File: config.mk
export PLATFORM = sky130hd
export DESIGN_NAME = mfs_fault_status
export DESIGN_NICKNAME = d
export VERILOG_FILES = /design/src/common/mfs_pkg.sv /design/src/rtl/mfs_sticky_bit.sv /design/src/rtl/mfs_fault_status.sv
export SDC_FILE = /design/constraint.sdc
export NUM_CORES = 1
export LEC_CHECK = 0
export BUFFER_PORTS_ARGS = -buffer_cell sky130_fd_sc_hd__clkbuf_2
export CORE_MARGIN = 4
export CORE_UTILIZATION = 44
export CTS_BUF_LIST = sky130_fd_sc_hd__clkbuf_16
export DETAILED_ROUTE_END_ITERATION = 12
export PLACE_DENSITY = 0.77
export SLEW_MARGIN = 10
export SYNTH_ARGS = -nofsm -noshare
export SYNTH_HDL_FRONTEND = slang
export SYNTH_HIERARCHICAL = 1
export SYNTH_SLANG_ARGS = --single-unit
File: constraint.sdc
create_clock -name clk -period 1.9 [get_ports clk]
set_clock_uncertainty 0.05 [all_clocks]
set_input_delay 0.285 -clock clk [delete_from_list [all_inputs] [get_ports clk]]
set_output_delay 0.285 -clock clk [all_outputs]
set_load 0.02 [all_outputs]
File: src/common/mfs_pkg.sv
/*
 * Package of the memory fault status block: register byte addresses, bit
 * positions of the fault status byte, reset values and bus answer constants.
 * Assumes a 32-bit APB register bus with byte addresses on paddr.
 */
package mfs_pkg;

    // ------------------------------------------------------------------------
    // Register byte addresses.
    // ------------------------------------------------------------------------
    localparam logic [31:0] MFS_ADDR_COMBINED_FAULT_STATUS = 32'hE000ED28;
    localparam logic [31:0] MFS_ADDR_FAULT_ADDRESS_REG     = 32'hE000ED34;
    localparam logic [31:0] MFS_ADDR_FAULT_IRQ_MASK        = 32'hE000ED40;

    // ------------------------------------------------------------------------
    // Bit positions inside the memory fault status byte.
    // ------------------------------------------------------------------------
    localparam int MFS_BIT_INSTR_FETCH_VIOLATION  = 0;
    localparam int MFS_BIT_DATA_ACCESS_VIOLATION  = 1;
    localparam int MFS_BIT_RESERVED_LOW           = 2;
    localparam int MFS_BIT_RETURN_UNSTACKING_FAULT = 3;
    localparam int MFS_BIT_ENTRY_STACKING_FAULT   = 4;
    localparam int MFS_BIT_LAZY_FP_SAVE_FAULT     = 5;
    localparam int MFS_BIT_RESERVED_HIGH          = 6;
    localparam int MFS_BIT_FAULT_ADDR_VALID       = 7;

    // Bits that hold state; the reserved positions are absent here.
    localparam logic [7:0] MFS_IMPLEMENTED_MASK = 8'hBB;

    // ------------------------------------------------------------------------
    // Reset values.
    // ------------------------------------------------------------------------
    localparam logic [7:0]  MFS_RESET_FAULT_STATUS = 8'h00;
    localparam logic [7:0]  MFS_RESET_IRQ_MASK     = 8'h00;
    localparam logic [31:0] MFS_RESET_FAULT_ADDR   = 32'h00000000;
    localparam logic [31:0] MFS_RESET_PC           = 32'h00000000;
    localparam logic [31:0] MFS_READ_ZERO          = 32'h00000000;

endpackage

File: src/rtl/mfs_sticky_bit.sv
/*
 * One sticky status flag: set by a hardware event, cleared by software
 * writing one to it. Assumes set and clear are single-clock requests on clk.
 */
`timescale 1ns/10ps
`default_nettype none

module mfs_sticky_bit (
    // Clock and reset.
    input  wire logic clk,
    input  wire logic reset_n,
    // Requests.
    input  wire logic set_evt,
    input  wire logic clear_req,
    // State.
    output logic      flag
);

    logic flag_reg;
    logic flag_next;

    // A set in the same cycle as a clear wins, so no event is ever lost.
    always_comb begin
        flag_next = flag_reg;
        if (clear_req) begin
            flag_next = 1'b0;
        end
        if (set_evt) begin
            flag_next = 1'b1;
        end
    end

    // Register stage only.
    always_ff @(posedge clk or negedge reset_n) begin
        if (!reset_n) begin
            flag_reg <= 1'b0;
        end else begin
            flag_reg <= flag_next;
        end
    end

    assign flag = flag_reg;

endmodule

`default_nettype wire

File: src/rtl/mfs_fault_status.sv
/*
 * Memory fault status byte with its fault address register, interrupt mask
 * and APB slave. Protection checks and the exception sequencer of the core
 * drive the event inputs on clk; software reads and clears over APB.
 * Assumes all core inputs are synchronous to clk and one cycle wide.
 */
// Decided for this implementation: the address map and the APB slave port.
// Operation
// - Flags set on fault and stay set.
// - Flag clears only by writing one or reset.
// - Bit 7 shows fault address is valid.
// - Bit 5 sets on lazy FP save fault.
// - Bit 4 sets on entry stacking fault.
// - Entry stacking fault adjusts SP, no address.
// - Bit 3 sets on return unstacking fault.
// - Unstacking fault chains, keeps stack, no address.
// - Bit 1 sets on data access violation.
// - Data violation records PC and access address.
// - Bit 0 sets on fetch violation, records PC.
// - Non-executable region faults even without protection unit.
// - Fetch violation writes no fault address.
// - Status byte is low byte at fixed address.
`timescale 1ns/10ps
`default_nettype none

module mfs_fault_status (
    // Clock and reset.
    input  wire logic        clk,
    input  wire logic        reset_n,
    // APB slave.
    input  wire logic [31:0] paddr,
    input  wire logic        psel,
    input  wire logic        penable,
    input  wire logic        pwrite,
    input  wire logic [31:0] pwdata,
    input  wire logic [3:0]  pstrb,
    output logic [31:0]      prdata,
    output logic             pready,
    output logic             pslverr,
    // Instruction fetch checks.
    input  wire logic        fetch_check_valid,
    input  wire logic        fetch_perm_deny,
    input  wire logic        fetch_region_nonexec,
    input  wire logic        region_unit_enable,
    input  wire logic [31:0] fetch_pc,
    // Data access checks.
    input  wire logic        data_check_valid,
    input  wire logic        data_perm_deny,
    input  wire logic [31:0] data_addr,
    input  wire logic [31:0] data_pc,
    // Exception sequencer events.
    input  wire logic        entry_stack_fault,
    input  wire logic        return_unstack_fault,
    input  wire logic        lazy_fp_fault,
    // Answers to the core.
    output logic [31:0]      stacked_return_pc,
    output logic             entry_sp_adjust,
    output logic             unstack_chain,
    output logic [31:0]      fault_address_reg,
    output logic [7:0]       memory_fault_status,
    output logic             irq
);

    // ------------------------------------------------------------------------
    // Fault event decode.
    // ------------------------------------------------------------------------
    logic       iacc_evt;
    logic       dacc_evt;
    logic [7:0] set_bits;
    logic [7:0] clr_bits;
    logic [7:0] status_bits;

    // A non-executable hit faults whatever the protection unit state is;
    // plain permission denials only count while that unit is on.
    assign iacc_evt = fetch_check_valid &
                      (fetch_region_nonexec | (region_unit_enable & fetch_perm_deny));

    assign dacc_evt = data_check_valid & data_perm_deny;

    // Each event drives its own flag; only a data violation validates the address.
    always_comb begin
        set_bits = 8'h00;
        set_bits[mfs_pkg::MFS_BIT_INSTR_FETCH_VIOLATION]   = iacc_evt;
        set_bits[mfs_pkg::MFS_BIT_DATA_ACCESS_VIOLATION]   = dacc_evt;
        set_bits[mfs_pkg::MFS_BIT_RETURN_UNSTACKING_FAULT] = return_unstack_fault;
        set_bits[mfs_pkg::MFS_BIT_ENTRY_STACKING_FAULT]    = entry_stack_fault;
        set_bits[mfs_pkg::MFS_BIT_LAZY_FP_SAVE_FAULT]      = lazy_fp_fault;
        set_bits[mfs_pkg::MFS_BIT_FAULT_ADDR_VALID]        = dacc_evt;
    end

    // ------------------------------------------------------------------------
    // APB decode.
    // ------------------------------------------------------------------------
    logic apb_setup;
    logic apb_access;
    logic hit_status;
    logic hit_addr;
    logic hit_mask;
    logic hit_any;
    logic status_wr;
    logic addr_wr;
    logic mask_wr;

    assign hit_status = (paddr == mfs_pkg::MFS_ADDR_COMBINED_FAULT_STATUS);
    assign hit_addr   = (paddr == mfs_pkg::MFS_ADDR_FAULT_ADDRESS_REG);
    assign hit_mask   = (paddr == mfs_pkg::MFS_ADDR_FAULT_IRQ_MASK);
    assign hit_any    = hit_status | hit_addr | hit_mask;
    assign apb_setup  = psel & ~penable;
    assign apb_access = psel & penable;

    // Every access completes at once; unmapped addresses answer with an error.
    assign pready  = 1'b1;
    assign pslverr = apb_access & ~hit_any;

    // Writes take effect at the access edge; status and mask need byte lane 0 on, the fault address ignores pstrb.
    assign status_wr = apb_access & pwrite & hit_status & pstrb[0];
    assign addr_wr   = apb_access & pwrite & hit_addr;
    assign mask_wr   = apb_access & pwrite & hit_mask & pstrb[0];

    // Writing one clears, writing zero leaves the flag alone.
    assign clr_bits = status_wr ? pwdata[7:0] : 8'h00;

    // ------------------------------------------------------------------------
    // Sticky flags.
    // ------------------------------------------------------------------------
    // One cell per implemented bit; reserved positions hold no state.
    genvar gi;
    generate
        for (gi = 0; gi < 8; gi = gi + 1) begin : g_flag
            if (mfs_pkg::MFS_IMPLEMENTED_MASK[gi]) begin : g_cell
                mfs_sticky_bit u_flag (
                    .clk       (clk),
                    .reset_n   (reset_n),
                    .set_evt   (set_bits[gi]),
                    .clear_req (clr_bits[gi]),
                    .flag      (status_bits[gi])
                );
            end else begin : g_rsvd
                assign status_bits[gi] = 1'b0;
            end
        end
    endgenerate

    assign memory_fault_status = status_bits;

    // ------------------------------------------------------------------------
    // Address, mask, core answers and read data.
    // ------------------------------------------------------------------------
    logic [31:0] fault_addr_reg;
    logic [31:0] fault_addr_next;
    logic [7:0]  mask_reg;
    logic [7:0]  mask_next;
    logic [31:0] ret_pc_reg;
    logic [31:0] ret_pc_next;
    logic        sp_adjust_reg;
    logic        sp_adjust_next;
    logic        chain_reg;
    logic        chain_next;
    logic [31:0] prdata_reg;
    logic [31:0] prdata_next;

    // Only a data violation loads the address; stacking, unstacking and fetch
    // faults leave it alone. The hardware load beats a software write.
    always_comb begin
        fault_addr_next = fault_addr_reg;
        if (addr_wr) begin
            fault_addr_next = pwdata;
        end
        if (dacc_evt) begin
            fault_addr_next = data_addr;
        end
    end

    // The stacked PC points at the faulting instruction; data wins a tie
    // because a load or store is older in the pipe than a fetch.
    always_comb begin
        ret_pc_next = ret_pc_reg;
        if (iacc_evt) begin
            ret_pc_next = fetch_pc;
        end
        if (dacc_evt) begin
            ret_pc_next = data_pc;
        end
    end

    // Entry stacking faults still move the SP; unstacking faults chain
    // straight to the handler, keep the old frame and skip a new save.
    always_comb begin
        sp_adjust_next = entry_stack_fault;
        chain_next     = return_unstack_fault;
    end

    // Interrupt mask keeps the status layout.
    always_comb begin
        mask_next = mask_reg;
        if (mask_wr) begin
            mask_next = pwdata[7:0] & mfs_pkg::MFS_IMPLEMENTED_MASK;
        end
    end

    // Read data is captured in the setup cycle so it stands for the access.
    always_comb begin
        prdata_next = prdata_reg;
        if (apb_setup) begin
            prdata_next = mfs_pkg::MFS_READ_ZERO;
            if (hit_status) begin
                prdata_next[7:0] = status_bits;
            end else if (hit_addr) begin
                prdata_next = fault_addr_reg;
            end else if (hit_mask) begin
                prdata_next[7:0] = mask_reg;
            end
        end
    end

    // Register stage only.
    always_ff @(posedge clk or negedge reset_n) begin
        if (!reset_n) begin
            fault_addr_reg <= mfs_pkg::MFS_RESET_FAULT_ADDR;
            ret_pc_reg     <= mfs_pkg::MFS_RESET_PC;
            sp_adjust_reg  <= 1'b0;
            chain_reg      <= 1'b0;
            mask_reg       <= mfs_pkg::MFS_RESET_IRQ_MASK;
            prdata_reg     <= mfs_pkg::MFS_READ_ZERO;
        end else begin
            fault_addr_reg <= fault_addr_next;
            ret_pc_reg     <= ret_pc_next;
            sp_adjust_reg  <= sp_adjust_next;
            chain_reg      <= chain_next;
            mask_reg       <= mask_next;
            prdata_reg     <= prdata_next;
        end
    end

    assign fault_address_reg = fault_addr_reg;
    assign stacked_return_pc = ret_pc_reg;
    assign entry_sp_adjust   = sp_adjust_reg;
    assign unstack_chain     = chain_reg;
    assign prdata            = prdata_reg;

    // Level interrupt while any unmasked flag stands; the address-valid bit
    // is maskable too, though software seldom wants it alone.
    assign irq = |(status_bits & mask_reg);

    // ------------------------------------------------------------------------
    // Assertions.
    // ------------------------------------------------------------------------
    AST_FETCH_FLAG: assert property (
        @(posedge clk) disable iff (!reset_n)
        iacc_evt |=> status_bits[0] && stacked_return_pc == $past(fetch_pc) || $past(dacc_evt))
        else $error("Fetch violation did not set bit 0 or record its PC.");

    AST_NONEXEC_NO_UNIT: assert property (
        @(posedge clk) disable iff (!reset_n)
        fetch_check_valid && fetch_region_nonexec && !region_unit_enable |=> status_bits[0])
        else $error("Non-executable fetch with unit off did not fault.");

    AST_DATA_ADDR: assert property (
        @(posedge clk) disable iff (!reset_n)
        dacc_evt |=> status_bits[1] && status_bits[7] && fault_address_reg == $past(data_addr)
                     && stacked_return_pc == $past(data_pc))
        else $error("Data violation did not record flag, address or PC.");

    AST_STICKY_HOLD: assert property (
        @(posedge clk) disable iff (!reset_n)
        1'b1 |=> ((($past(status_bits) & ~$past(clr_bits)) & ~status_bits) == 8'h00))
        else $error("A set flag dropped without a write of one.");

    AST_W1C_CLEARS: assert property (
        @(posedge clk) disable iff (!reset_n)
        (clr_bits & ~set_bits) != 8'h00
        |=> (status_bits & $past(clr_bits) & ~$past(set_bits)) == 8'h00)
        else $error("Writing one did not clear the flag.");

    AST_RISE_NEEDS_EVENT: assert property (
        @(posedge clk) disable iff (!reset_n)
        1'b1 |=> ((status_bits & ~$past(status_bits) & ~$past(set_bits)) == 8'h00))
        else $error("A flag rose without its fault event.");

    AST_ENTRY_STACK: assert property (
        @(posedge clk) disable iff (!reset_n)
        entry_stack_fault && !dacc_evt && !addr_wr
        |=> entry_sp_adjust && status_bits[4] && $stable(fault_address_reg))
        else $error("Entry stacking fault mishandled.");

    AST_UNSTACK_CHAIN: assert property (
        @(posedge clk) disable iff (!reset_n)
        return_unstack_fault && !dacc_evt && !addr_wr
        |=> unstack_chain && status_bits[3] && $stable(fault_address_reg) && !entry_sp_adjust
            || $past(entry_stack_fault))
        else $error("Unstacking fault did not chain cleanly.");

    AST_FETCH_NO_ADDR: assert property (
        @(posedge clk) disable iff (!reset_n)
        iacc_evt && !dacc_evt && !addr_wr |=> $stable(fault_address_reg) ##1 1'b1)
        else $error("Fetch violation wrote a fault address.");

    AST_RESERVED_ZERO: assert property (
        @(posedge clk) disable iff (!reset_n)
        status_wr |=> !status_bits[6] && !status_bits[2] && prdata[6] == 1'b0 [*1])
        else $error("Reserved status bits are not zero.");

    AST_READ_BYTE: assert property (
        @(posedge clk) disable iff (!reset_n)
        apb_setup && hit_status |=> prdata[7:0] == $past(status_bits) && prdata[31:8] == 24'h000000)
        else $error("Status read returned wrong data.");

endmodule

`default_nettype wire

==> results.toml <==
[cts]
clk_pin_slew_ps = 70
hold_buffers = 1
clk_latency_ps = 340
clock_path_buffers = 2
cts-buffers-inserted = 9
cts.sinks = 110
h-tree-depth = 3
cts_tree = "yes"
post_cts_resized = 0
post_cts.repair.setup_buffers = 0
cts-root-buf = "clkbuf_16"

[placement]
hpwl_mm = 12.35
portBuffers = 280
gp_congestion = 0.8466

[critical_path]
worst-path-buf-inv = 2
critPathMaxStageDelay_ps = 340
crit_required_ps = 1560
worst_setup_path_end_kind = "primary output"
worstSetupPathType = "in2out"
path_cells = "clkbuf_2, nor4b_4, and4_1, nand2_1, o211a_1, clkbuf_2"
cp_max_fo = 2
path_common_cell = "clkbuf_2"
cp.arrival_ps = 1480
cp_top_family = "simple AND/OR/NAND/NOR gates"
cpMaxStageDelayCell = "nor4b_4"
start_kind = "input port"

[route]
wl_per_cell_um = 18.34
drtIter0Drc = 287
first_pass_iters = 4
wl_mm = 15.75
antenna_left = 0
drt_drc_violations_left = 0
vias = 4555
vias_per_cell = 5.303

[power]
peakVddDrop_v = 0.0005697
internal_power_w = 0.004164
swShare_pct = 28.08
power.share.combinational_pct = 19.3
clkPwrFrac_pct = 34.8
pwr-share-seq_pct = 45.9
powerDensity_mw_per_mm2 = 813.5
leakage_nw = 3.657
switchingPower_w = 0.001626
power_w = 0.005790

[synthesis]
synth_edf_count = 0
synth_adder_area_share_pct = 0
synth_mux_area_share_pct = 7.664
async_reset_ff_share_pct = 100.0
ys_types = 43
syn_area_sq_mm = 0.005061
yosys_warnings = 6
avgSynthCellArea_sq_um = 11.83
synth_cells = 428
yosys_most_used_dff = "dfrtp_1"
synth_simple_gate_area_share_pct = 13.94
synth_xor_area_share_pct = 0
synth_top_family_by_area = "compound AO/OA/AOI/OAI gates"
yosys_register_bits = 110
ys_seq_area_share_pct = 54.39
synth-compound-area-share_pct = 20.20

[floorplan]
dieArea_sq_mm = 0.01328
core_sq_mm = 0.01103
die_y_um = 115.3
placement_rows = 38
die_width_um = 115.3
ios = 287
start_util_pct = 45.88

[global_routing]
antenna_found_initial = 0
grt_pass1_vias = 4760
grt_pass1_wl_mm = 24.11
grt.total_usage_pct = 23.12
grt_max_degree = 45
overflow = 0

[timing]
hold_viol_final = 0
slew_viol_final = 0
final-setup-viol-count = 0
max_freq_mhz = 552.0
rsz0062_at_grt = "false"
tns_ps = 0
fin_crit_sh_pct = 95.35
fin_crit_ps = 1812

[finish]
final_util_pct = 64.52
drive_gt1_share_pct = 47.15
syn2layout_area_growth_pct = 40.62
num-fill-cells = 885
fin_nets = 892
diodes = 0

[outcome]
outcome = "completed"

[hold_path]
hold_path_class = "in2reg"

[job]
max_cap_viol_count = 0
synthesized netlist by cell type, types with 3 or more instances:
| cell | number | area [sq um] |
|---|---|---|
| dfrtp_1 | 110 | 2753 |
| a21oi_1 | 38 | 190.2 |
| nor2_1 | 36 | 135.1 |
| nand2b_1 | 33 | 206.5 |
| mux2i_1 | 32 | 320.3 |
| o221a_1 | 30 | 337.8 |
| a22o_1 | 26 | 227.7 |
| clkbuf_1 | 18 | 67.56 |
| nand2_1 | 10 | 37.54 |
| inv_1 | 8 | 30.03 |
| a21o_1 | 7 | 52.55 |
| a2bb2oi_1 | 6 | 52.55 |
| and2_1 | 6 | 37.54 |
| mux2_2 | 6 | 67.56 |
| o31ai_1 | 6 | 45.04 |
| buf_2 | 4 | 20.02 |
| nand3_1 | 4 | 20.02 |
| nor4_4 | 4 | 85.08 |
| a22oi_1 | 3 | 22.52 |
| buf_1 | 3 | 11.26 |
| buf_4 | 3 | 22.52 |
| buf_6 | 3 | 33.78 |
| nor2b_1 | 3 | 18.77 |
| o211ai_1 | 3 | 22.52 |
| o21ai_0 | 3 | 15.01 |
area by class of cell:
class                           count  area [sq um]  share of cell area, %
Clock inverter                      7         97.59                  1.371
Tap cell                          140         175.2                  2.461
Inverter                            8         30.03                 0.4219
Sequential cell                   110          2753                  38.68
Clock buffer                        9         225.2                  3.165
Timing Repair Buffer              305          1682                  23.63
Multi-Input combinational cell    280          2155                  30.27
metal layers:
metal	share of wire (%)	vias to the layer above	routed length [um]	global-route usage, %
li1	-	2162	-	-
met1	38	2164	5979	27.30
met2	51	196	8104	41.63
met3	7.5	33	1183	4.316
met4	3.1	0	482	8.764
met5	0	-	0	0
worst paths after layout:
| check | start | to | slack (ps) | depth (start not counted) |
|---|---|---|---|---|
| setup / recovery | paddr[19] | pslverr | 90 | 6 |
| hold / removal | entry_stack_fault | entry_sp_adjust$_DFF_PN0_ | 20 | 1 |
| setup reg to reg | mask_reg[7]$_DFFE_PN0P_ | prdata[7]$_DFFE_PN0P_ | 860 | 3 |
| hold reg to reg | prdata[5]$_DFFE_PN0P_ | prdata[5]$_DFFE_PN0P_ | 430 | 2 |
| max in group asynchronous | reset_n | prdata[31]$_DFFE_PN0P_ | 820 | 3 |
| min in group asynchronous | reset_n | stacked_return_pc[4]$_DFFE_PN0P_ | 390 | 2 |
layout by cell type, fill, tap and decap left out, types with 7 or more instances in the layout:
cell       synthesis  routed
clkbuf_2           0     279
dfrtp_1          110     110
a21oi_1           38      38
nor2_1            36      36
mux2i_1           32      32
nand2b_1          33      32
o221a_1           30      30
a22o_1            26      26
buf_4              3      18
clkbuf_16          0       9
inv_1              8       8
nand2_1           10       8
a21o_1             7       7
buf_12             0       7
per-stage QoR:
stage	hold WS (ps)	instances	cell area (sq um)	setup WS, ps
finish	16.17	859	7117	88.31
global route	18.62	859	7117	31.06
detailed placement	202.8	842	6784	-210.6
CTS	12.21	859	7117	87.22
floorplan	-60.59	429	5080	-58.12
global placement	199.4	842	6784	-137.6
power groups by stage:
stage	Clock [W]	Combinational, W	Sequential [W]
after floorplan	0	0.000348	0.00291
after global placement	0	0.00110	0.00269
after detailed placement	0	0.00113	0.00270
after CTS	0.00205	0.00113	0.00266
after global routing	0.00215	0.00121	0.00268
final	0.00202	0.00112	0.00266
cells by family after synthesis:
group                  after synthesis
other                                2
multiplexers                        38
AO/OA/AOI/OAI                      127
flip-flops                         110
AND/OR/NAND/NOR                    112
buffers and inverters               39
(Power assumes the default switching activity.)
